`src/shared/mdsc_defines.svh`:
```
// register offsets, field positions, reset values and timing counts of the modem control block
`ifndef MDSC_DEFINES_SVH
`define MDSC_DEFINES_SVH

// register offsets (seven-bit address of the serial frame)
`define MDSC_ADDR_CFG        7'h00
`define MDSC_ADDR_MUX        7'h01
`define MDSC_ADDR_SCAN       7'h02
`define MDSC_ADDR_TXRX       7'h03
`define MDSC_ADDR_STATUS     7'h07

// configuration register fields
`define MDSC_CFG_OSC_KEEP    7
`define MDSC_CFG_POWER_DOWN  6
`define MDSC_CFG_STANDBY     5
`define MDSC_CFG_TX_ON       4
`define MDSC_CFG_RATE_HI     1
`define MDSC_CFG_RATE_LO     0

// scan control register fields
`define MDSC_SCAN_START      7
`define MDSC_SCAN_ACTIVE     6
`define MDSC_SCAN_PORT_HI    5
`define MDSC_SCAN_PORT_LO    4

// reset values
`define MDSC_CFG_RST         8'h80
`define MDSC_MUX_RST         3'h0
`define MDSC_MASK_RST        4'hF
`define MDSC_TX_POWER_RST    4'h7
`define MDSC_RXSENS_RST      4'hB

// timing: clock period and bit times in picoseconds
`define MDSC_CLK_PERIOD_PS   20000
`define MDSC_BIT_TIME_9K6_PS 104160000
`define MDSC_BIT_TIME_38K_PS 26040000
`define MDSC_BIT_TIME_115K_PS 8680000
`define MDSC_DIR_DWELL_BITS  5'h10
`define MDSC_SCAN_DWELL_BITS 5'h10
`define MDSC_SPI_FRAME_BITS  5'h10

`endif

```
`src/shared/mdsc_pkg.sv`:
```
// types of the modem control block
package mdsc_pkg;

    // direction state machine
    typedef enum logic [1:0] {
        DIR_IDLE = 2'b00,
        DIR_RECV = 2'b01,
        DIR_HOLD = 2'b10,
        DIR_SEND = 2'b11
    } mdsc_dir_t;

    // port scan engine
    typedef enum logic [0:0] {
        SCAN_IDLE   = 1'b0,
        SCAN_LISTEN = 1'b1
    } mdsc_scan_t;

endpackage : mdsc_pkg

```
`src/rtl/mdsc_sync3.sv`:
```
// three-stage synchroniser with agreement filter for asynchronous inputs
`timescale 1ns/1ps
module mdsc_sync3 #(
    parameter int         W       = 1,
    parameter logic [W-1:0] RST_VAL = '0
) (
    // clock and reset
    input  wire logic         clk,
    input  wire logic         rst,
    // async in, filtered out
    input  wire logic [W-1:0] d_async,
    output      logic [W-1:0] q
);

    genvar g;
    generate
        for (g = 0; g < W; g = g + 1)
        begin : g_bit
            logic s1_r;
            logic s2_r;
            logic s3_r;
            // first stage feeds only the second; change accepted when stages 2 and 3 agree
            always_ff @(posedge clk)
            begin
                if (rst)
                begin
                    s1_r <= RST_VAL[g];
                    s2_r <= RST_VAL[g];
                    s3_r <= RST_VAL[g];
                    q[g] <= RST_VAL[g];
                end
                else
                begin
                    s1_r <= d_async[g];
                    s2_r <= s1_r;
                    s3_r <= s2_r;
                    if (s2_r == s3_r)
                        q[g] <= s3_r;
                end
            end
        end
    endgenerate

endmodule : mdsc_sync3

```
`src/rtl/mdsc_ctrl.sv`:
```
// modem control: serial register port, transmit gating, direction output, power modes, port scan
// Notes on behaviour
// - power code output is code times 0.5 dB minus 0.5 dBm; resets to 7.
// - carrier-tone bit set forces a continuous carrier without any transmit data.
// - direction output high while data flows from the radio port to receive output.
// - direction output low while data flows from transmit input to the radio port.
// - direction logic watches transmit input and detector so own transmission never raises direction.
// - direction stays high sixteen bit times after the last received low bit.
// - bit time from rate code: 9.6, 38.4 or 115.2 kbps; code 3 has none.
// - registers are programmed over a four-wire serial port; reads return data on serial out.
// - leading selector bit zero writes, one reads.
// - serial port and register contents survive standby and power-down.
// - standby turns off the whole transmit chain, receiver and direction keep working.
// - power-down turns off transmit and receive chains, receive output and direction.
// - oscillator-keep resets to one and keeps oscillator and sync output running in power-down.
// - oscillator-keep zero with power-down also stops oscillator and sync output.
// - port scanning is configured from the scan register at offset 0x02.
// - mask bit one includes a port in the scan; mask resets to all four ports.
// - writing one to scan-launch starts scanning; the bit clears itself and reads zero.
// - while scanning, active flag is one and listened-port shows the connected port.
// - carrier sent when transmit input low or tone bit set, otherwise none.
// - detected carrier drives receive output low and, unless transmitting, direction high.
// - scan visits unmasked ports in ascending order, steering the multiplexer to each.
`timescale 1ns/1ps
`include "mdsc_defines.svh"
module mdsc_ctrl #(
    parameter logic [12:0] BIT_CYC_9K6 = 13'(`MDSC_BIT_TIME_9K6_PS / `MDSC_CLK_PERIOD_PS)
) (
    // clock and reset
    input  wire logic       CLOCK,
    input  wire logic       RESET,
    // serial register port
    input  wire logic       SCLK,
    input  wire logic       SDI,
    input  wire logic       CHIP_SELECT_N,
    output      logic       SDO,
    output      logic       SDO_OE,
    // modem data pins
    input  wire logic       TX_DATA_IN,
    input  wire logic       RX_DETECT,
    output      logic       RX_DATA_OUT,
    output      logic       DIR,
    // analog front-end controls
    output      logic       TX_CARRIER,
    output      logic [3:0] TX_POWER_CODE,
    output      logic [3:0] RX_SENS_CODE,
    output      logic [1:0] MUX_PORT,
    output      logic       MUX_OPEN,
    output      logic       TX_CHAIN_ENABLE,
    output      logic       RX_CHAIN_ENABLE,
    output      logic       OSC_ENABLE,
    output      logic       CLOCK_SYNC_OUTPUT_ENABLE
);

    localparam logic [12:0] BIT_CYC_38K4  = 13'(`MDSC_BIT_TIME_38K_PS / `MDSC_CLK_PERIOD_PS);
    localparam logic [12:0] BIT_CYC_115K2 = 13'(`MDSC_BIT_TIME_115K_PS / `MDSC_CLK_PERIOD_PS);

    // bit period in clocks; zero marks the reserved code
    function automatic logic [12:0] bit_cycles(input logic [1:0] rate);
        case (rate)
            2'h0:    bit_cycles = BIT_CYC_9K6;
            2'h1:    bit_cycles = BIT_CYC_38K4;
            2'h2:    bit_cycles = BIT_CYC_115K2;
            default: bit_cycles = 13'h0000;
        endcase
    endfunction : bit_cycles

    // lowest unmasked port at or above start; msb flags a hit
    function automatic logic [2:0] first_port(input logic [3:0] mask, input logic [2:0] start);
        first_port = 3'h0;
        for (int i = 3; i >= 0; i--)
            if (i >= int'(start) && mask[i])
                first_port = {1'b1, 2'(i)};
    endfunction : first_port

    // pin inputs through the agreement synchroniser
    logic [4:0] pins_s;
    mdsc_sync3 #(.W(5), .RST_VAL(5'h0C)) u_sync (
        .clk     (CLOCK),
        .rst     (RESET),
        .d_async ({RX_DETECT, TX_DATA_IN, CHIP_SELECT_N, SDI, SCLK}),
        .q       (pins_s)
    );
    wire sclk_s = pins_s[0];
    wire sdi_s  = pins_s[1];
    wire csn_s  = pins_s[2];
    wire txd_s  = pins_s[3];
    wire det_s  = pins_s[4];

    // register state
    logic [7:0] cfg_r;
    logic [2:0] mux_r;
    logic [3:0] tx_power_code_r;
    logic [3:0] rx_sens_r;
    logic [3:0] port_include_mask_r;
    logic       scan_start_r;
    mdsc_pkg::mdsc_scan_t scan_st_r;
    logic [1:0] scan_port_r;
    mdsc_pkg::mdsc_dir_t  dir_st_r;

    // serial port state
    logic       sclk_d_r;
    logic [4:0] spi_cnt_r;
    logic [14:0] spi_sh_r;
    logic [7:0] sdo_sh_r;
    logic       rd_phase_r;

    // configuration decode
    wire       osc_keep_alive = cfg_r[`MDSC_CFG_OSC_KEEP];
    wire       power_down_bit = cfg_r[`MDSC_CFG_POWER_DOWN];
    wire       standby_bit    = cfg_r[`MDSC_CFG_STANDBY];
    wire       tx_on_bit      = cfg_r[`MDSC_CFG_TX_ON];
    wire [1:0] bit_rate_select = cfg_r[`MDSC_CFG_RATE_HI:`MDSC_CFG_RATE_LO];
    wire       tx_enable_w    = !standby_bit && !power_down_bit;
    wire       rx_enable_w    = !power_down_bit;
    wire       tx_active_w    = tx_enable_w && (!txd_s || tx_on_bit);
    wire       det_w          = rx_enable_w && det_s;
    wire       scanning_w     = (scan_st_r == mdsc_pkg::SCAN_LISTEN);

    // serial frame decode; edges taken on filtered clock so the port runs in every mode
    wire        sclk_rise = sclk_s && !sclk_d_r;
    wire        sclk_fall = !sclk_s && sclk_d_r;
    wire        rd_load_w = !csn_s && sclk_rise && spi_cnt_r == 5'h07 && spi_sh_r[6];
    wire [6:0]  rd_addr_w = {spi_sh_r[5:0], sdi_s};
    wire        wr_w      = !csn_s && sclk_rise && spi_cnt_r == `MDSC_SPI_FRAME_BITS - 5'h01
                            && !spi_sh_r[14];
    wire [6:0]  wr_addr_w = spi_sh_r[13:7];
    wire [7:0]  wr_data_w = {spi_sh_r[6:0], sdi_s};
    wire        wr_cfg_w  = wr_w && wr_addr_w == `MDSC_ADDR_CFG;
    wire        wr_mux_w  = wr_w && wr_addr_w == `MDSC_ADDR_MUX;
    wire        wr_scan_w = wr_w && wr_addr_w == `MDSC_ADDR_SCAN;
    wire        wr_txrx_w = wr_w && wr_addr_w == `MDSC_ADDR_TXRX;
    wire [7:0]  status_w  = {5'h00, tx_active_w, DIR, RX_DATA_OUT};

    // read mux; launch bit always reads zero, unmapped reads zero
    logic [7:0] rd_data_w;
    always_comb
    begin
        case (rd_addr_w)
            `MDSC_ADDR_CFG:    rd_data_w = cfg_r;
            `MDSC_ADDR_MUX:    rd_data_w = {5'h00, mux_r};
            `MDSC_ADDR_SCAN:   rd_data_w = {1'b0, scanning_w, scan_port_r, port_include_mask_r};
            `MDSC_ADDR_TXRX:   rd_data_w = {rx_sens_r, tx_power_code_r};
            `MDSC_ADDR_STATUS: rd_data_w = status_w;
            default:           rd_data_w = 8'h00;
        endcase
    end

    // serial shifter: sample on rising, drive read data on falling
    always_ff @(posedge CLOCK)
    begin
        if (RESET || csn_s)
        begin
            spi_cnt_r  <= 5'h00;
            spi_sh_r   <= 15'h0000;
            rd_phase_r <= 1'b0;
            sdo_sh_r   <= 8'h00;
            SDO        <= 1'b0;
        end
        else
        begin
            if (sclk_rise && spi_cnt_r != `MDSC_SPI_FRAME_BITS)
            begin
                spi_cnt_r <= spi_cnt_r + 5'h01;
                spi_sh_r  <= {spi_sh_r[13:0], sdi_s};
            end
            if (rd_load_w)
            begin
                rd_phase_r <= 1'b1;
                sdo_sh_r   <= rd_data_w;
            end
            else if (sclk_fall && rd_phase_r)
            begin
                SDO      <= sdo_sh_r[7];
                sdo_sh_r <= {sdo_sh_r[6:0], 1'b0};
            end
        end
    end

    // sdo driven only through the data phase of a read
    always_ff @(posedge CLOCK)
    begin
        sclk_d_r <= RESET ? 1'b0 : sclk_s;
        SDO_OE   <= !RESET && !csn_s && rd_phase_r;
    end

    // register writes; contents kept in every power mode
    always_ff @(posedge CLOCK)
    begin
        if (RESET)
        begin
            cfg_r               <= `MDSC_CFG_RST;
            mux_r               <= `MDSC_MUX_RST;
            tx_power_code_r     <= `MDSC_TX_POWER_RST;
            rx_sens_r           <= `MDSC_RXSENS_RST;
            port_include_mask_r <= `MDSC_MASK_RST;
            scan_start_r        <= 1'b0;
        end
        else
        begin
            if (wr_cfg_w)
                cfg_r <= wr_data_w;
            if (wr_mux_w)
                mux_r <= wr_data_w[2:0];
            if (wr_txrx_w)
                {rx_sens_r, tx_power_code_r} <= wr_data_w;
            if (wr_scan_w)
                port_include_mask_r <= wr_data_w[3:0];
            scan_start_r <= wr_scan_w && wr_data_w[`MDSC_SCAN_START];
        end
    end

    // direction state machine and its dwell counter
    wire [12:0] dir_per_w = bit_cycles(bit_rate_select);
    logic [12:0] hold_cyc_r;
    logic [4:0]  hold_bits_r;
    mdsc_pkg::mdsc_dir_t dir_st_nxt;
    wire hold_tick_w = hold_cyc_r == dir_per_w - 13'h0001;
    wire hold_done_w = hold_bits_r == `MDSC_DIR_DWELL_BITS || dir_per_w == 13'h0000;

    always_comb
    begin
        dir_st_nxt = dir_st_r;
        case (dir_st_r)
            mdsc_pkg::DIR_IDLE:
                if (tx_active_w)
                    dir_st_nxt = mdsc_pkg::DIR_SEND;
                else if (det_w)
                    dir_st_nxt = mdsc_pkg::DIR_RECV;
            mdsc_pkg::DIR_SEND:
                if (!tx_active_w)
                    dir_st_nxt = mdsc_pkg::DIR_IDLE;
            mdsc_pkg::DIR_RECV:
                if (!det_w)
                    dir_st_nxt = mdsc_pkg::DIR_HOLD;
            mdsc_pkg::DIR_HOLD:
                if (det_w)
                    dir_st_nxt = mdsc_pkg::DIR_RECV;
                else if (hold_done_w)
                    dir_st_nxt = mdsc_pkg::DIR_IDLE;
            default:
                dir_st_nxt = mdsc_pkg::DIR_IDLE;
        endcase
        if (power_down_bit)
            dir_st_nxt = mdsc_pkg::DIR_IDLE;
    end

    // dwell restarts from the last low bit so every hold outside power-down and rate code 3 is a full sixteen bits
    always_ff @(posedge CLOCK)
    begin
        if (RESET || dir_st_r != mdsc_pkg::DIR_HOLD)
        begin
            hold_cyc_r  <= 13'h0000;
            hold_bits_r <= 5'h00;
        end
        else
        begin
            hold_cyc_r  <= hold_tick_w ? 13'h0000 : hold_cyc_r + 13'h0001;
            hold_bits_r <= hold_tick_w ? hold_bits_r + 5'h01 : hold_bits_r;
        end
        dir_st_r <= RESET ? mdsc_pkg::DIR_IDLE : dir_st_nxt;
    end

    // scan engine: ascending walk over unmasked ports, sixteen bit times each
    logic [12:0] scan_cyc_r;
    logic [4:0]  scan_bits_r;
    wire scan_tick_w = scan_cyc_r == dir_per_w - 13'h0001;
    wire scan_adv_w  = scan_bits_r == `MDSC_SCAN_DWELL_BITS;
    wire [2:0] launch_w = first_port(port_include_mask_r, 3'h0);
    wire [2:0] next_w   = first_port(port_include_mask_r, {1'b0, scan_port_r} + 3'h1);

    always_ff @(posedge CLOCK)
    begin
        if (RESET)
        begin
            scan_st_r   <= mdsc_pkg::SCAN_IDLE;
            scan_port_r <= 2'h0;
        end
        else if (scan_start_r && launch_w[2])
        begin
            scan_st_r   <= mdsc_pkg::SCAN_LISTEN;
            scan_port_r <= launch_w[1:0];
        end
        else if (scanning_w && scan_adv_w)
        begin
            scan_st_r   <= next_w[2] ? mdsc_pkg::SCAN_LISTEN : mdsc_pkg::SCAN_IDLE;
            scan_port_r <= next_w[2] ? next_w[1:0] : scan_port_r;
        end
    end

    // dwell counter; reserved rate wraps the bit period to 8192 clocks, so each port dwells 16 of those
    always_ff @(posedge CLOCK)
    begin
        if (RESET || !scanning_w || scan_adv_w || scan_start_r)
        begin
            scan_cyc_r  <= 13'h0000;
            scan_bits_r <= 5'h00;
        end
        else
        begin
            scan_cyc_r  <= scan_tick_w ? 13'h0000 : scan_cyc_r + 13'h0001;
            scan_bits_r <= scan_tick_w ? scan_bits_r + 5'h01 : scan_bits_r;
        end
    end

    // registered outputs to the pins and analog blocks
    always_ff @(posedge CLOCK)
    begin
        if (RESET)
        begin
            TX_CARRIER               <= 1'b0;
            RX_DATA_OUT              <= 1'b1;
            DIR                      <= 1'b0;
            TX_POWER_CODE            <= `MDSC_TX_POWER_RST;
            RX_SENS_CODE             <= `MDSC_RXSENS_RST;
            MUX_PORT                 <= 2'h0;
            MUX_OPEN                 <= 1'b0;
            TX_CHAIN_ENABLE          <= 1'b1;
            RX_CHAIN_ENABLE          <= 1'b1;
            OSC_ENABLE               <= 1'b1;
            CLOCK_SYNC_OUTPUT_ENABLE <= 1'b1;
        end
        else
        begin
            TX_CARRIER               <= tx_active_w;
            RX_DATA_OUT              <= !det_w;
            DIR                      <= dir_st_nxt == mdsc_pkg::DIR_RECV
                                        || dir_st_nxt == mdsc_pkg::DIR_HOLD;
            TX_POWER_CODE            <= tx_power_code_r;
            RX_SENS_CODE             <= rx_sens_r;
            MUX_PORT                 <= scanning_w ? scan_port_r : mux_r[1:0];
            MUX_OPEN                 <= mux_r[2];
            TX_CHAIN_ENABLE          <= tx_enable_w;
            RX_CHAIN_ENABLE          <= rx_enable_w;
            OSC_ENABLE               <= !power_down_bit || osc_keep_alive;
            CLOCK_SYNC_OUTPUT_ENABLE <= !power_down_bit || osc_keep_alive;
        end
    end
endmodule : mdsc_ctrl

```
`config.mk`:
```
export PLATFORM = sky130hd
export DESIGN_NAME = mdsc_ctrl
export DESIGN_NICKNAME = d
export VERILOG_FILES = /design/src/shared/mdsc_pkg.sv /design/src/rtl/mdsc_sync3.sv /design/src/rtl/mdsc_ctrl.sv
export VERILOG_INCLUDE_DIRS = /design/src /design/src/shared
export SDC_FILE = /design/constraint.sdc
export NUM_CORES = 1
export LEC_CHECK = 0
export ABC_AREA = 1
export BUFFER_PORTS_ARGS = -buffer_cell sky130_fd_sc_hd__buf_2
export CAP_MARGIN = 20
export CELL_PAD_IN_SITES_DETAIL_PLACEMENT = 0
export CELL_PAD_IN_SITES_GLOBAL_PLACEMENT = 1
export CORE_ASPECT_RATIO = 0.6
export CORE_MARGIN = 2
export CORE_UTILIZATION = 51
export CTS_BUF_LIST = sky130_fd_sc_hd__clkbuf_4
export CTS_CLUSTER_SIZE = 28
export DETAILED_ROUTE_END_ITERATION = 12
export GPL_TIMING_DRIVEN = 0
export PLACE_DENSITY_LB_ADDON = 0.05
export SLEW_MARGIN = 20
export SYNTH_ARGS = -nofsm -noshare
export SYNTH_HDL_FRONTEND = slang
export SYNTH_SLANG_ARGS = --single-unit
```
`constraint.sdc`:
```
create_clock -name CLOCK -period 3.3 [get_ports CLOCK]
set_clock_uncertainty 0.2 [all_clocks]
set_input_delay 0.33 -clock CLOCK [delete_from_list [all_inputs] [get_ports CLOCK]]
set_output_delay 0.33 -clock CLOCK [all_outputs]
set_load 0.1 [all_outputs]
```
==> results of run 1 <==
state kept, by name, indices dropped and copies added (netlist names), 3 cells and up:
name and flops:
sdo_sh_r 8, u_sync.g_bit.s2_r 5, cfg_r 8, scan_bits_r 5, hold_cyc_r 13, port_include_mask_r 4
TX_POWER_CODE 4, u_sync.q 5, u_sync.g_bit.s1_r 5, rx_sens_r 4, RX_SENS_CODE 4, u_sync.g_bit.s3_r 5
spi_cnt_r 5, spi_sh_r 15, mux_r 3, scan_cyc_r 13, tx_power_code_r 4, hold_bits_r 5
layout by cell type (no fill, tap or decap), drive strengths merged, types with 6 or more instances in the layout:
master,netlist,layout
or2,14,14
nand4,16,16
nor2,111,111
ha,14,14
clkbuf,7,24
nand2,163,163
xnor2,9,9
dfxtp,134,134
dlygate4sd3,0,6
nor3,13,13
o21ai,59,59
nand3,66,66
xor2,9,9
buf,19,44
o211ai,14,14
a21oi,68,68
inv,111,121
cells by family after synthesis:
| kind of cell | synth area share |
|---|---|
| and+or+nand+nor | 0.286 |
| AOI/OAI and AO/OA | 0.135 |
| buffers and inverters | 0.0946 |
| DFF | 0.432 |
| xor gates and xnor gates | 0.0254 |
| adders and majority gates | 0.0282 |
power by group through the flow:
stage          Combinational, mW  Sequential [mW]  Clock (mW)
2_1_floorplan             0.0216             1.66           0
3_3_place_gp              0.0348             1.66           0
3_5_place_dp              0.0354             1.66           0
4_1_cts                   0.0407             1.63        1.23
5_1_grt                   0.0455             1.63        1.30
6_report                  0.0409             1.63        1.21
routing by layer:
layer	vias to the layer above	track usage	wire length (um)	share of wire
met5	-	0	0	0
met4	0	0.0830	206	0.013
met3	17	0.0403	945	0.061
met2	158	0.331	5690	0.37
met1	2524	0.397	8600	0.56
li1	2811	-	-	-
stage by stage:
step | area, um^2 | util | worst slack (ps) | total power [mW]
after global placement | 6550 | 0.546 | 962 | 1.70
after global routing | 6920 | 0.577 | 741 | 2.97
after CTS | 6920 | 0.577 | 921 | 2.90
after detailed placement | 6550 | 0.546 | 926 | 1.70
final | 6920 | 0.577 | 896 | 2.88
after floorplan | 6220 | - | 1230 | 1.69
area by class of cell:
cell class              instances  area (um^2)
clock buffers                  17          128
inverters                     112          425
multi-input cells             567         2950
plain buffers                  26          163
repair buffers                 31          185
flip-flops and latches        134         2680
fillers                      1136         5070
clock inverters                15          181
well taps                     165          206
worst paths after layout:
path                               end  slack (ps)  depth (start not counted)
setup / recovery         hold_cyc_r[8]         900                         12
hold / removal    u_sync.g_bit[1].s2_r         210                          2
setup reg to reg         hold_cyc_r[8]         900                         12
hold reg to reg   u_sync.g_bit[1].s2_r         210                          2
worst reg2reg max path: stages (launching register included):
cell and delay (ps):
dfxtp_1 560, inv_1 110, ha_1 310, buf_6 160
inv_2 120, nand3_1 90, nand2_1 90, nand3_1 80
nor2_1 160, nand2_2 100, nand2_2 130, buf_6 170
nor2_1 50
==> results by group, run 1 <==
CTS
  – CTS buffer count: 17
  – H-tree Lvls: 4
  – Hold-fix buffer count after cts: 6
  – Post-CTS Setup Inserts: 0
  – TritonCTS clock tree: done
  – Clk Latency, worst-skew pair: approximately 550 ps
  – Clock sink count: approximately 130
  – Post-cts gate resize count: 0
  – Clock Pin Slew Worst Setup and Hold Paths: ~130 ps
  – Root buf cell: clkbuf_4
  – Max clock buf depth: 2

Global route
  – Largest net degree at the start of global routing: 17
  – Initial antenna violation count: 0
  – First-pass GRT wire length: about 25000 um
  – Global route overflow: 0
  – Gr usage total: 0.249
  – Vias in the first global route: 4861

Logic synthesis
  – Top post-synthesis cells by count: 156 x nand2_1, 134 x dfxtp_1, 98 x inv_1
  – Post-synth EDFFs: 0
  – Syn. warnings: 0
  – Dominant cell type by area after synthesis: dfxtp_1
  – Asr flop ratio synth: 0
  – Post-synth cell types: 45
  – Syn_nets: 860
  – Synth top area share: 0.432
  – Seq/Total Area, Yosys: 0.432
  – Post-Synthesis Cells: 839
  – Largest cells by area after synthesis: dfxtp_1 43%, nand2_1 9.4%, inv_1 5.9%
  – Post-synthesis average cell area: approximately 7.4 um^2
  – #FFs+latches synth: between 100 and 150
  – Mapped cell area: 6220 um^2
  – Most frequent cell after synthesis: nand2_1
  – Top FF cell, synth: dfxtp_1

Drt
  – Post-route ant nets: 0
  – DRC errors left: 0
  – Via/cell ratio: 5.16
  – Via count: 5510
  – Drt total wl: roughly 15000 um
  – Initial drt markers: approximately 480
  – TritonRoute pass-1 iters: 5
  – Wire per inst: 14.5 um

Placed design
  – Placed cells: 1029
  – PortBufs: 25
  – Gpl congestion: 0.920
  – Hpwl dp: between 10000 and 15000 um

Power and ir drop
  – Power Internal: ~2.1 mW
  – Leakage power: 2.78 nW
  – Maximum vdd drop: between 0.0003 and 0.0004 V
  – Seq pwr share: 0.566
  – Clock group share of total power: 0.420
  – Combinational share of power: 0.014
  – Switching Fraction: 0.262
  – PwrDens: 416 nW/um^2
  – Sw Pwr: 0.754 mW

Layout
  – Share of post-route cells with drive strength above 1: 0.156
  – Area growth syn-to-layout: 11.3%
  – Layout Nets: 910
  – N_diodes: 0
  – Final Non-Filler Cells: 1067

Critical path
  – Crit-path slowest cell: dfxtp_1
  – Worst endpoint required time: approximately 3600 ps
  – CP Data Arrival Time: 2650 ps
  – Crit path cell chain: inv_1 > ha_1 > buf_6 > inv_2 > nand3_1 > nand2_1 > nand3_1 > nor2_1 > nand2_2 > nand2_2 > buf_6 > nor2_1
  – CP max FO: 10
  – Crit path max-delay family: simple AND/OR/NAND/NOR gates
  – Setup crit start kind: register
  – Max stage delay on crit path: 560 ps
  – Worst path bufs/invs: 4
  – FF-to-FF Start: cfg_r[1]
  – Crit. End Element: register
  – Crit path kind: reg2reg
  – Critical path origin: cfg_r[1]

Floorplan
  – Die Height: slightly below 90 um
  – Starting Density: 0.519
  – # rows: 31
  – Io pins: 27
  – Core Area: about 12000 um^2
  – Die X: approximately 150 um
  – Die Footprint: 13100 um^2

Worst hold path
  – Hold Path Class: reg2reg
  – Hold Crit Start: u_sync.g_bit[1].s1_r

STA
  – Worst Tran Pin Value: approximately 680 ps
  – Final period util: 0.728
  – Max Slew Vio Count: 0
  – Final min period: between 2000 and 2500 ps
  – Setup violations, final: 0
  – Relative slew slack: 0.544
  – Final Hold Viols: 0
  – Fmax: 416 MHz
  – Hold_ws: 212 ps
  – RSZ-0062 raised after global routing: false
  – Final setup TNS: 0 ps

Run
  – Max-cap violations: 0

Status
  – Outcome: complete, no violations
No activity file was read; power rests on OpenSTA's default activity.
==> run 2: changes to the inputs <==
CORE_UTILIZATION = 43   (was 51)
clock period = 2.2 ns   (was 3.3 ns; I/O delays follow)
==> results by group, run 2 (same netlist as run 1, synthesis figures left out) <==
Layout
  – Area of the multi-input gates: 2970 um^2 (+0.72%)
  – Layout Nets: 916 (+0.66%)
  – Commonest cells after routing, fill and taps aside: 154 x nand2_1, 130 x dfxtp_1, 97 x inv_1
  – Regs by FF count: spi_sh_r: 15 flops, hold_cyc_r: 13 flops, scan_cyc_r: 13 flops
  – Commonest non-fill, non-tap cell in the layout: nand2_1
  – N_diodes: 0 (unchanged)
  – Fillers: 1439 (+27%)
  – Reg with most FFs: spi_sh_r
  – Max reg flops: 15 (unchanged)
  – Register area: 2690 um^2 (+0.37%)
  – Share of post-route cells with drive strength above 1: 0.171 (+0.0144)
  – Area growth syn-to-layout: 12.9%

Power and ir drop
  – Power Internal: 2.98 mW (+40%)
  – PwrDens: 592 nW/um^2 (+42%)
  – Power Total: 4.15 mW (+44%)
  – Sw Pwr: 1.18 mW (+56%)
  – Combinational share of power: 0.015 (about the same)
  – Seq pwr share: 0.588 (+0.022)
  – Switching Fraction: 0.283 (+0.0211)
  – Leakage power: 2.80 nW (+0.99%)
  – Clock group share of total power: 0.398 (-0.022)
  – Maximum vdd drop: 0.000391 V (+25%)

STA
  – Worst Slack Setup Final: 129 ps (-768 ps)
  – Fmax: 483 MHz (+16%)
  – Final period util: 0.941 (+0.213)
  – Worst Tran Pin Value: 713 ps (+32.6 ps)
  – Final Hold Viols: 0 (unchanged)
  – Final min period: 2070 ps (-332 ps)
  – Setup violations, final: 0 (unchanged)
  – Relative slew slack: 0.523 (-0.0218)
  – Final setup TNS: 0 ps (unchanged)
  – Max Slew Vio Count: 0 (unchanged)

Run
  – Max-cap violations: 0 (unchanged)

Floorplan
  – Die X: 159 um (+8.7%)
  – # rows: 33 (+6.5%)
  – Io pins: 27 (unchanged)
  – Die Footprint: 15500 um^2 (+18%)
  – Starting Density: 0.448 (-0.0706)
  – Core Area: 13900 um^2 (+16%)
  – Die Height: 97.1 um (+8.5%)

CTS
  – Max clock buf depth: 2 (unchanged)
  – CTS buffer count: 17 (unchanged)
  – Clock Pin Slew Worst Setup and Hold Paths: 150 ps (+20 ps)
  – TritonCTS clock tree: done
  – Clock sink count: 134 (unchanged)
  – Clk Latency, worst-skew pair: 540 ps (about the same)
  – Root buf cell: clkbuf_4
  – H-tree Lvls: 4 (unchanged)

Global route
  – Initial antenna violation count: 0 (unchanged)
  – GRT met3 Usage: 0.0521 (+0.0118)
  – GR Util met2: 0.266 (-0.0653)
  – Vias in the first global route: 5072 (+4.3%)
  – Gr usage total: 0.211 (-0.0378)
  – Top Usage Layer GRT: met1
  – Largest net degree at the start of global routing: 17 (unchanged)
  – Met1 Resource Use GR: 0.343 (-0.0538)
  – Global route overflow: 0 (unchanged)
  – First-pass GRT wire length: 25900 um (+3.6%)

Critical path
  – Setup crit start kind: register
  – CP Data Arrival Time: 2300 ps (-350 ps)
  – Crit. End Element: register
  – Crit path kind: reg2reg
  – CP max FO: 10 (unchanged)
  – Worst endpoint required time: 2430 ps (-1120 ps)

Drt
  – Via/cell ratio: 5.04 (-2.3%)
  – Wire per inst: 14.4 um (-0.39%)
  – DRC errors left: 0 (unchanged)
  – Initial drt markers: 464 (-2.7%)
  – Post-route ant nets: 0 (unchanged)
  – TritonRoute pass-1 iters: 8 (+3)
  – Drt total wl: 15900 um (+2.7%)
  – Via count: 5547 (+0.67%)

Placed design
  – Pre-CTS WS: -172 ps (-1100 ps)
  – PortBufs: 25 (unchanged)
  – Gpl congestion: 0.890 (-3.3%)
  – Hpwl dp: 12000 um (+1.6%)

Status
  – Outcome: complete, no violations

Worst hold path
  – Hold Path Class: in2reg
==> run 2: changes by cell type in the layout (fill, tap and decap cells not counted), moves of 2 or more <==
cell / before / now
nand2_1: 156 / 154
bufinv_16: 2 / 0
dfxtp_4: 0 / 2
clkinv_8: 0 / 3
dfxtp_1: 134 / 130
buf_4: 4 / 9
buf_2: 34 / 32
buf_6: 3 / 5
dfxtp_2: 0 / 2
==> run 2: power groups by stage <==
stage | sequential (mW) | clock, mW | combinational, mW
detailed placement | 2.50 | 0 | 0.0537
finish | 2.44 | 1.65 | 0.0619
floorplan | 2.50 | 0 | 0.0324
global placement | 2.50 | 0 | 0.0528
global route | 2.44 | 1.81 | 0.0686
CTS | 2.44 | 1.68 | 0.0617
==> run 2: layout make-up <==
cell class,count,share of cell area
multi-input cells,567,0.423
flip-flops and latches,134,0.384
inverters,112,0.0610
well taps,192,0.0342
repair buffers,37,0.0333
plain buffers,26,0.0244
clock inverters,15,0.0226
clock buffers,17,0.0182
==> run 2: metal layers <==
metal	vias up	wire length [um]
met5	-	0
met4	0	122
met3	15	1170
met2	152	5740
met1	2551	8810
li1	2829	-
==> run 2: metrics by stage <==
stage / utilization / hold WS [ps] / cell area, um^2 / instances
after CTS: 0.500 / 156 / 6930 / 1094
after detailed placement: 0.474 / 196 / 6580 / 1056
after global routing: 0.506 / 130 / 7020 / 1100
after floorplan: - / 124 / 6220 / 839
final: 0.506 / 175 / 7020 / 1100
after global placement: 0.474 / 192 / 6580 / 1056
==> run 2: final timing paths <==
| check | start | endpoint | slack (ps) | cells past startpoint |
|---|---|---|---|---|
| worst min register to register | u_sync.g_bit[4].s1_r | u_sync.g_bit[4].s2_r | 210 | 2 |
| worst max register to register | cfg_r[1] | scan_cyc_r[10] | 130 | 10 |
| worst min-delay path | CHIP_SELECT_N | u_sync.g_bit[2].s1_r | 180 | 3 |
| worst max-delay path | cfg_r[1] | scan_cyc_r[10] | 130 | 10 |
==> run 2: worst max-delay path: stages, from the launching register on <==
cell and delay (ps):
dfxtp_4 400, inv_1 60, ha_1 280, buf_6 160, xor2_1 150, nand4_1 170, nor2_4 170, nand2_4 90
nand2_4 100, buf_12 150, a21oi_2 40
==> run 2: timing repair <==
item                                   in CTS  in global routing
pin swaps                                   0                  6
cloned                                      0                  1
hold buffers                                6                  0
setup endpoints to repair                  29                 42
setup buffers                               0                  5
resized for setup                           3                 17
endpoints found under the hold margin      13                  0
